**src/hw/tfc_pkg.sv**
```systemverilog
// constants, field layouts and carriers for the framer control register pair
package tfc_pkg;

  // register offsets and values after reset
  localparam logic [7:0] TFC_RX_CTRL_OFS   = 8'h2C;
  localparam logic [7:0] TFC_TX_CTRL_OFS   = 8'h35;
  localparam logic [7:0] TFC_RX_CTRL_RST   = 8'h00;
  localparam logic [7:0] TFC_TX_CTRL_RST   = 8'h00;
  localparam logic [7:0] TFC_UNMAPPED_READ = 8'h00;

  // receive_control_two field positions
  localparam int TFC_RX_CODE_POS   = 7;
  localparam int TFC_RX_DWIDE_POS  = 5;
  localparam int TFC_RX_MODE_POS   = 4;
  localparam int TFC_RX_DIR_POS    = 3;
  localparam int TFC_RX_FSREP_POS  = 1;

  // transmit_control_one field positions
  localparam int TFC_TX_FPASS_POS  = 6;
  localparam int TFC_TX_CPASS_POS  = 5;
  localparam int TFC_TX_RBS_POS    = 4;
  localparam int TFC_TX_GSTUFF_POS = 3;
  localparam int TFC_TX_BLUE_POS   = 1;

  // byte values on the data paths
  localparam logic [7:0] TFC_IDLE_CODE  = 8'h7F;
  localparam logic [7:0] TFC_ALL_ONES   = 8'hFF;
  localparam logic [7:0] TFC_ZERO_BYTE  = 8'h00;
  localparam int         TFC_MW_LEN     = 8;
  localparam logic [7:0] TFC_MW_SEQ [TFC_MW_LEN] = '{8'h1E, 8'h0B, 8'h0B, 8'h1E, 8'h9E, 8'h8B, 8'h8B, 8'h9E};
  // bit 7 of a channel byte, counting msb as bit 1
  localparam int         TFC_STUFF_BIT  = 1;
  localparam int         TFC_RBS_BIT    = 0;

  // sync pulse lengths in bit periods, stored as remaining count
  localparam logic [1:0] TFC_SYNC_SINGLE_CNT = 2'h0;
  localparam logic [1:0] TFC_SYNC_DOUBLE_CNT = 2'h1;

  typedef struct packed {
    logic code_choice;
    logic double_width;
    logic timing_mode;
    logic direction;
    logic fs_report;
  } tfc_rx_cfg_t;

  typedef struct packed {
    logic framing_pass;
    logic crc_pass;
    logic rbs_en;
    logic gstuff;
    logic blue;
  } tfc_tx_cfg_t;

  localparam tfc_rx_cfg_t TFC_RX_CFG_RST = '{default: 1'b0};
  localparam tfc_tx_cfg_t TFC_TX_CFG_RST = '{default: 1'b0};

  function automatic tfc_rx_cfg_t tfc_rx_unpack(input logic [7:0] r);
    tfc_rx_cfg_t c;
    c.code_choice  = r[TFC_RX_CODE_POS];
    c.double_width = r[TFC_RX_DWIDE_POS];
    c.timing_mode  = r[TFC_RX_MODE_POS];
    c.direction    = r[TFC_RX_DIR_POS];
    c.fs_report    = r[TFC_RX_FSREP_POS];
    return c;
  endfunction

  function automatic tfc_tx_cfg_t tfc_tx_unpack(input logic [7:0] r);
    tfc_tx_cfg_t c;
    c.framing_pass = r[TFC_TX_FPASS_POS];
    c.crc_pass     = r[TFC_TX_CPASS_POS];
    c.rbs_en       = r[TFC_TX_RBS_POS];
    c.gstuff       = r[TFC_TX_GSTUFF_POS];
    c.blue         = r[TFC_TX_BLUE_POS];
    return c;
  endfunction

endpackage

```
**src/hw/tfc_code_gen.sv**
```systemverilog
// receive replacement code source: idle byte or milliwatt sequence
module tfc_code_gen
  import tfc_pkg::*;
(
  input  wire logic       clk,
  input  wire logic       rst,
  input  wire logic       choice,
  input  wire logic       byte_tick,
  output logic [7:0]      code
);

  logic [2:0] idx_r;
  logic [2:0] idx_nxt;
  logic [7:0] code_r;
  logic [7:0] code_nxt;

  always_comb begin
    idx_nxt  = idx_r;
    code_nxt = code_r;
    // sequence restarts from its first byte whenever the idle code is chosen
    if (!choice) begin
      idx_nxt  = 3'h0;
      code_nxt = TFC_IDLE_CODE;
    end else if (byte_tick) begin
      code_nxt = TFC_MW_SEQ[idx_r];
      idx_nxt  = idx_r + 3'h1;
    end
  end

  always_ff @(posedge clk) begin
    if (rst) begin
      idx_r  <= 3'h0;
      code_r <= TFC_IDLE_CODE;
    end else begin
      idx_r  <= idx_nxt;
      code_r <= code_nxt;
    end
  end

  assign code = code_r;

  // check helper: no milliwatt byte sent since the idle code
  logic fresh_r;
  always_ff @(posedge clk) begin
    fresh_r <= rst || !choice || (fresh_r && !byte_tick);
  end
endmodule // tfc_code_gen

```
**src/hw/tfc_ctrl.sv**
```systemverilog
// receive control two and transmit control one register pair with the logic they steer
// Function
// The receive code choice bit selects the idle byte 7F hex when clear and the eight-byte milliwatt sequence when set.
// With the double width bit set the receive sync pulse lasts two bit periods in signaling frames, else one.
// Software keeps the double width bit zero while the sync timing mode bit or the sync direction bit is set.
// The sync timing mode bit makes the receive sync pulse mark frames when clear and multiframes when set.
// The sync direction bit drives the sync pin out when clear and makes it an input when set, valid only with the elastic store on.
// Software keeps the sync direction bit zero whenever the receive elastic store is disabled.
// The path violation counter counts Ft framing errors, and Fs framing errors as well when the report bit is set.
// Framing bits are generated inside when the framing pass-through bit is clear and passed through when set.
// CRC6 bits are sampled from the transmit serial input at F-bit time when the CRC pass-through bit is set, else computed inside.
// Robbed-bit signaling is inserted in no channel when disabled and in every non-transparent channel when enabled.
// Global stuffing forces bit 7 to one in every all-zero byte, else the transparency bits choose the stuffed channels.
// The blue alarm sends unframed all ones on both line outputs, else data goes out normally.
// Both registers read back the last written value and a new setting applies by the next frame boundary of its direction.
module tfc_ctrl
  import tfc_pkg::*;
#(
  parameter int ADDR_W = 8
) (
  input  wire logic              clk,
  input  wire logic              rst,
  // host parallel port, synchronous to clk
  input  wire logic              host_wr_en,
  input  wire logic              host_rd_en,
  input  wire logic [ADDR_W-1:0] host_addr,
  input  wire logic [7:0]        host_wdata,
  output logic [7:0]             host_rdata,
  // receive side
  input  wire logic              rx_bit_tick,
  input  wire logic              rx_byte_tick,
  input  wire logic              rx_frame_start,
  input  wire logic              rx_multiframe_start,
  input  wire logic              rx_signaling_frame,
  input  wire logic              rx_elastic_store_enable,
  input  wire logic              ft_error,
  input  wire logic              fs_error,
  input  wire logic              receive_sync_pin_in,
  output logic                   receive_sync_pulse,
  output logic                   receive_sync_pulse_oe_n,
  output logic                   receive_sync_from_pin,
  output logic [7:0]             receive_code_choice_byte,
  output logic                   path_violation_counter_inc,
  // transmit side
  input  wire logic              tx_frame_start,
  input  wire logic              tx_byte_valid,
  input  wire logic [7:0]        tx_byte_in,
  input  wire logic              tx_chan_transparent,
  input  wire logic              tx_chan_stuff,
  input  wire logic              tx_signaling_frame,
  input  wire logic              tx_signaling_bit,
  input  wire logic              tx_fbit_valid,
  input  wire logic              tx_fbit_is_crc,
  input  wire logic              tx_fbit_internal,
  input  wire logic              tx_crc_internal,
  input  wire logic              tx_serial_data_in,
  input  wire logic              line_tick,
  input  wire logic              line_pos_in,
  input  wire logic              line_neg_in,
  output logic [7:0]             tx_byte_out,
  output logic                   tx_fbit_out,
  output logic                   line_out_positive,
  output logic                   line_out_negative
);

  if (ADDR_W < 6) begin : g_addr_chk
    $error("ADDR_W too narrow for the register offsets");
  end

  function automatic logic hit(input logic [ADDR_W-1:0] a, input logic [7:0] ofs);
    return a == ADDR_W'(ofs);
  endfunction

  // host registers
  logic [7:0]  receive_control_two_r;
  logic [7:0]  receive_control_two_nxt;
  logic [7:0]  transmit_control_one_r;
  logic [7:0]  transmit_control_one_nxt;
  logic [7:0]  host_rdata_r;
  logic [7:0]  host_rdata_nxt;

  always_comb begin
    receive_control_two_nxt  = receive_control_two_r;
    transmit_control_one_nxt = transmit_control_one_r;
    host_rdata_nxt           = host_rdata_r;
    if (host_wr_en && hit(host_addr, TFC_RX_CTRL_OFS)) begin
      receive_control_two_nxt = host_wdata;
    end
    if (host_wr_en && hit(host_addr, TFC_TX_CTRL_OFS)) begin
      transmit_control_one_nxt = host_wdata;
    end
    if (host_rd_en) begin
      if (hit(host_addr, TFC_RX_CTRL_OFS)) begin
        host_rdata_nxt = receive_control_two_r;
      end else if (hit(host_addr, TFC_TX_CTRL_OFS)) begin
        host_rdata_nxt = transmit_control_one_r;
      end else begin
        host_rdata_nxt = TFC_UNMAPPED_READ;
      end
    end
  end

  always_ff @(posedge clk) begin
    if (rst) begin
      receive_control_two_r  <= TFC_RX_CTRL_RST;
      transmit_control_one_r <= TFC_TX_CTRL_RST;
      host_rdata_r           <= TFC_UNMAPPED_READ;
    end else begin
      receive_control_two_r  <= receive_control_two_nxt;
      transmit_control_one_r <= transmit_control_one_nxt;
      host_rdata_r           <= host_rdata_nxt;
    end
  end

  assign host_rdata = host_rdata_r;

  // active settings, swapped at frame boundaries
  // a mid-frame write never splits a frame between two settings
  tfc_rx_cfg_t rx_cfg_r;
  tfc_rx_cfg_t rx_cfg_nxt;
  tfc_tx_cfg_t tx_cfg_r;
  tfc_tx_cfg_t tx_cfg_nxt;
  logic        rx_boundary;

  assign rx_boundary = rx_bit_tick && rx_frame_start;

  always_comb begin
    rx_cfg_nxt = rx_cfg_r;
    tx_cfg_nxt = tx_cfg_r;
    if (rx_boundary) begin
      rx_cfg_nxt = tfc_rx_unpack(receive_control_two_r);
    end
    if (tx_frame_start) begin
      tx_cfg_nxt = tfc_tx_unpack(transmit_control_one_r);
    end
  end

  always_ff @(posedge clk) begin
    if (rst) begin
      rx_cfg_r <= TFC_RX_CFG_RST;
      tx_cfg_r <= TFC_TX_CFG_RST;
    end else begin
      rx_cfg_r <= rx_cfg_nxt;
      tx_cfg_r <= tx_cfg_nxt;
    end
  end

  // receive sync pin
  logic       sync_meta_r;
  logic       sync_pin_r;
  logic       sync_pulse_r;
  logic       sync_pulse_nxt;
  logic [1:0] sync_cnt_r;
  logic [1:0] sync_cnt_nxt;
  logic       sync_oe_n_r;
  logic       sync_oe_n_nxt;
  logic       sync_start;
  logic       sync_input_mode;

  // pin input is honoured only while the elastic store runs; software is
  // expected to keep the direction bit clear otherwise
  assign sync_input_mode = rx_cfg_r.direction && rx_elastic_store_enable;
  assign sync_start      = rx_bit_tick && rx_frame_start &&
                           (!rx_cfg_r.timing_mode || rx_multiframe_start);

  always_comb begin
    sync_pulse_nxt = sync_pulse_r;
    sync_cnt_nxt   = sync_cnt_r;
    sync_oe_n_nxt  = sync_input_mode;
    if (rx_bit_tick) begin
      if (sync_start) begin
        sync_pulse_nxt = 1'b1;
        // double width is meaningless in multiframe or input mode, relies on software
        sync_cnt_nxt   = (rx_cfg_r.double_width && rx_signaling_frame) ?
                         TFC_SYNC_DOUBLE_CNT : TFC_SYNC_SINGLE_CNT;
      end else if (sync_cnt_r != 2'h0) begin
        sync_pulse_nxt = 1'b1;
        sync_cnt_nxt   = sync_cnt_r - 2'h1;
      end else begin
        sync_pulse_nxt = 1'b0;
      end
    end
  end

  always_ff @(posedge clk) begin
    if (rst) begin
      sync_meta_r  <= 1'b0;
      sync_pin_r   <= 1'b0;
      sync_pulse_r <= 1'b0;
      sync_cnt_r   <= 2'h0;
      sync_oe_n_r  <= 1'b0;
    end else begin
      sync_meta_r  <= receive_sync_pin_in;
      sync_pin_r   <= sync_meta_r;
      sync_pulse_r <= sync_pulse_nxt;
      sync_cnt_r   <= sync_cnt_nxt;
      sync_oe_n_r  <= sync_oe_n_nxt;
    end
  end

  assign receive_sync_pulse      = sync_pulse_r;
  assign receive_sync_pulse_oe_n = sync_oe_n_r;
  assign receive_sync_from_pin   = sync_pin_r;

  // replacement code and path violations
  logic pcv_r;
  logic pcv_nxt;

  tfc_code_gen u_code (
    .clk       (clk),
    .rst       (rst),
    .choice    (rx_cfg_r.code_choice),
    .byte_tick (rx_byte_tick),
    .code      (receive_code_choice_byte)
  );

  always_comb begin
    pcv_nxt = ft_error || (rx_cfg_r.fs_report && fs_error);
  end

  always_ff @(posedge clk) begin
    if (rst) begin
      pcv_r <= 1'b0;
    end else begin
      pcv_r <= pcv_nxt;
    end
  end

  assign path_violation_counter_inc = pcv_r;

  // transmit formatting
  logic [7:0] tx_byte_r;
  logic [7:0] tx_byte_nxt;
  logic       tx_fbit_r;
  logic       tx_fbit_nxt;
  logic       ser_meta_r;
  logic       ser_r;
  logic       pos_r;
  logic       pos_nxt;
  logic       neg_r;
  logic       neg_nxt;
  logic       mark_pol_r;
  logic       mark_pol_nxt;

  always_comb begin
    tx_byte_nxt  = tx_byte_r;
    tx_fbit_nxt  = tx_fbit_r;
    pos_nxt      = pos_r;
    neg_nxt      = neg_r;
    mark_pol_nxt = mark_pol_r;
    if (tx_byte_valid) begin
      tx_byte_nxt = tx_byte_in;
      if (tx_cfg_r.rbs_en && tx_signaling_frame && !tx_chan_transparent) begin
        tx_byte_nxt[TFC_RBS_BIT] = tx_signaling_bit;
      end
      if (tx_byte_nxt == TFC_ZERO_BYTE && (tx_cfg_r.gstuff || tx_chan_stuff)) begin
        tx_byte_nxt[TFC_STUFF_BIT] = 1'b1;
      end
      if (tx_cfg_r.blue) begin
        tx_byte_nxt = TFC_ALL_ONES;
      end
    end
    if (tx_fbit_valid) begin
      if (tx_cfg_r.blue) begin
        tx_fbit_nxt = 1'b1;
      end else if (tx_fbit_is_crc) begin
        tx_fbit_nxt = tx_cfg_r.crc_pass ? ser_r : tx_crc_internal;
      end else begin
        tx_fbit_nxt = tx_cfg_r.framing_pass ? ser_r : tx_fbit_internal;
      end
    end
    if (line_tick) begin
      if (tx_cfg_r.blue) begin
        // alternate mark inversion keeps the all-ones code free of violations
        pos_nxt      = !mark_pol_r;
        neg_nxt      = mark_pol_r;
        mark_pol_nxt = !mark_pol_r;
      end else begin
        pos_nxt = line_pos_in;
        neg_nxt = line_neg_in;
      end
    end
  end

  always_ff @(posedge clk) begin
    if (rst) begin
      tx_byte_r  <= TFC_ZERO_BYTE;
      tx_fbit_r  <= 1'b0;
      ser_meta_r <= 1'b0;
      ser_r      <= 1'b0;
      pos_r      <= 1'b0;
      neg_r      <= 1'b0;
      mark_pol_r <= 1'b0;
    end else begin
      tx_byte_r  <= tx_byte_nxt;
      tx_fbit_r  <= tx_fbit_nxt;
      ser_meta_r <= tx_serial_data_in;
      ser_r      <= ser_meta_r;
      pos_r      <= pos_nxt;
      neg_r      <= neg_nxt;
      mark_pol_r <= mark_pol_nxt;
    end
  end

  assign tx_byte_out       = tx_byte_r;
  assign tx_fbit_out       = tx_fbit_r;
  assign line_out_positive = pos_r;
  assign line_out_negative = neg_r;
endmodule // tfc_ctrl

```
**config.mk**
```make
export PLATFORM = sky130hd
export DESIGN_NAME = tfc_ctrl
export DESIGN_NICKNAME = d
export VERILOG_FILES = /design/src/hw/tfc_pkg.sv /design/src/hw/tfc_code_gen.sv /design/src/hw/tfc_ctrl.sv
export SDC_FILE = /design/constraint.sdc
export NUM_CORES = 1
export LEC_CHECK = 0
export ABC_AREA = 1
export BUFFER_PORTS_ARGS = -buffer_cell sky130_fd_sc_hd__buf_2
export CAP_MARGIN = 30
export CORE_ASPECT_RATIO = 1.25
export CORE_MARGIN = 2
export CORE_UTILIZATION = 29
export CTS_CLUSTER_DIAMETER = 150
export DETAILED_ROUTE_END_ITERATION = 6
export PLACE_DENSITY = 0.53
export SYNTH_ARGS = -nofsm -noshare
export SYNTH_HDL_FRONTEND = slang
export SYNTH_HIERARCHICAL = 1
export SYNTH_SLANG_ARGS = --single-unit
```
**constraint.sdc**
```tcl
create_clock -name clk -period 1.09 [get_ports clk]
set_input_delay 0.109 -clock clk [delete_from_list [all_inputs] [get_ports clk]]
set_output_delay 0.109 -clock clk [all_outputs]
set_load 0.1 [all_outputs]
```
==> impl_metrics.toml <==
[outcome]
status = "complete, no violations"

[route]
via_per_inst = 4.26
vias = 2490
drt_iter0_drc = 69
wl_um = 6360
detail_route.first_pass.iterations = 4
wl_per_cell_um = 10.9
detail-route-antenna-nets = 0
drc_errors = 0

[clock_tree]
clock_path_buffers = 2
cts_tree = "built"
numCtsBuffers = 9
cts_root_buf = "clkbuf_16"
clk_latency_ps = 320
cts.sinks = 62
clk_pin_slew_worst_paths_ps = 50
h-tree-depth = 3

[floorplanning]
die_y_um = 112
dieArea_um2 = 10100
num_rows = 39
ioPinCount = 82
fp.coreArea_um2 = 9130
initial_core_util = 0.297
die_w_um = 90.5

[placement]
port_buffers = 79
dp_cells = 563
hpwl_um = 4860
gp_congestion = 0.804

[critical_path]
required_ps = 1340
crit_arrival_ps = 1280
critPathCaptureType = "flop"
worst-r2r-setup-slack_ps = 70
critPathMaxFanout = 4
path_class = "flop to flop"
critPathLaunchType = "flop"

[sta]
hold_viol = 0
setup_viol = 0
period_share = 0.940
clock_skew_ps = 7.84
min_period_ps = 1020
final_max_slew_viol_count = 0
rsz0062_at_grt = "yes"
clock.fmax_mhz = 976
setup_tns_ps = 0
holdWs_ps = 18.3

[grt]
gr-usage-all-layers = 0.132
grt_max_degree = 28
grt_pass1_wl_um = 10600
grt_overflow = 0
antenna_found_initial = 0
grt_pass1_vias = 2388

[yosys]
netlist_area_um2 = 2710
synth_top_area_share = 0.458
seq_area_frac_synth = 0.458
synthTopCellsByArea = "dfxtp_1, nand2_1, nor2_1, inv_1, o21ai_0"
post_synth.cell_area_avg_um2 = 7.31
synth_top_area_cell = "dfxtp_1"
yosys_warnings = 6
synthCells = 371
yosys_register_bits = 62
ys_types = 30

[power]
max-vdd-ir-drop_mv = 0.595
total_power_mw = 6.34
powerDensity_nw_per_um2 = 1560
power_leakage_nw = 1.85

[job]
max_cap_violations = 0

[worst_hold_path]
min_path_type = "input port to flop"

[layout]
nets = 509
instances_no_fill = 584
drive_above_1_share = 0.351
antenna_cells = 0
area_delta_synth_final_pct = 49.4
-- placed cells by master, fill, tap and decap left out, types with 4 or more instances in the layout --
cell	netlist	routed
o21ai_1	12	12
dfxtp_2	0	25
inv_2	5	8
o21ai_0	28	28
nand3_1	14	13
nor2_4	4	5
dlygate4sd3_1	0	4
nand2_1	62	61
buf_2	4	50
nand2_2	5	6
clkbuf_16	0	9
buf_4	4	7
buf_12	0	30
inv_1	56	53
a21oi_1	25	24
nor2_1	58	57
dfxtp_1	62	36
-- final cells by class --
class / instances / area, um2
clock buffer: 10 / 239
clock inverter: 6 / 61.3
fill: 937 / 5070
inverter: 62 / 235
multi-input combinational: 230 / 1140
sequential: 62 / 1280
tap: 123 / 154
timing repair buffer: 91 / 943
-- logic make-up (layout without fill, tap and decap cells) --
family / after synthesis / after routing / share of synthesized area
AOI/OAI and AO/OA: 72 / 72 / 0.142
and+or+nand+nor: 154 / 154 / 0.256
adders and majority gates: 2 / 2 / 0.00923
buffers and inverters: 80 / 169 / 0.134
DFF: 62 / 62 / 0.458
other: 1 / 2 / 0.00138
-- synthesized netlist by cell type, drive strengths merged --
cell type / instances
nand2: 68
buf: 14
a21oi: 27
nand3b: 1
o221a: 2
a31oi: 2
nand4: 3
clkbuf: 4
nor2: 65
nor3: 1
ha: 2
nand3: 16
a21o: 1
conb: 1
o21ai: 40
inv: 62
dfxtp: 62
-- flip-flops by register name, indices dropped and copies added, names as in the netlist --
| register | cells |
|---|---|
| line_out_negative | 1 |
| receive_sync_pulse_oe_n | 1 |
| sync_cnt_r | 2 |
| sync_meta_r | 1 |
| receive_sync_pulse | 1 |
| path_violation_counter_inc | 1 |
| tx_fbit_out | 1 |
| receive_control_two_r | 8 |
| u_code/code | 4 |
| u_code/idx_r | 3 |
| rx_cfg_r | 5 |
| ser_r | 1 |
| receive_sync_from_pin | 1 |
| ser_meta_r | 1 |
| transmit_control_one_r | 8 |
| mark_pol_r | 1 |
| tx_cfg_r | 5 |
| host_rdata | 8 |
| tx_byte_out | 8 |
| line_out_positive | 1 |
-- report_power, final --
group	leakage (nW)	internal (mW)	total (mW)	switching [mW]
Sequential	0.514	2.37	2.44	0.0769
Clock	0.148	1.82	2.82	0.998
Combinational	1.19	0.393	1.08	0.683
-- critical path, stage by stage, from the launching register on --
cell and delay (ps):
dfxtp_2 330, inv_2 50, ha_4 160, nor2_4 130, inv_2 50, nand2_2 50, nand3_2 60, a21oi_2 120
-- per-layer routing --
| metal | wire length (um) | global-route usage |
|---|---|---|
| met3 | 224 | 0.0315 |
| met1 | 2720 | 0.146 |
| met5 | 0 | 0 |
| met4 | 133 | 0.0708 |
| met2 | 3280 | 0.232 |
-- through the flow --
step                       util  cell area [um2]  setup slack [ps]
after floorplan               -             2750             -51.7
after global placement    0.402             3670              7.76
after detailed placement  0.402             3670              -102
after CTS                 0.442             4030              26.9
after global routing      0.444             4050             -5.92
final                     0.444             4050              65.1
-- timing repair --
item	4_1_cts	5_1_grt
endpoints found under the setup margin	3	1
resized for setup	4	8
buffers inserted	1	0
gates cloned	0	0
hold buffers	4	0
pin swaps	2	3
endpoints found under the hold margin	4	0
-- worst paths after layout --
kind | start | endpoint | depth (start not counted)
min | rx_elastic_store_enable | receive_sync_pulse_oe_n | 3
max | sync_cnt_r[0] | sync_cnt_r[0] | 7
min reg2reg | ser_meta_r | ser_r | 2
max reg2reg | sync_cnt_r[0] | sync_cnt_r[0] | 7
(Power assumes the default switching activity.)
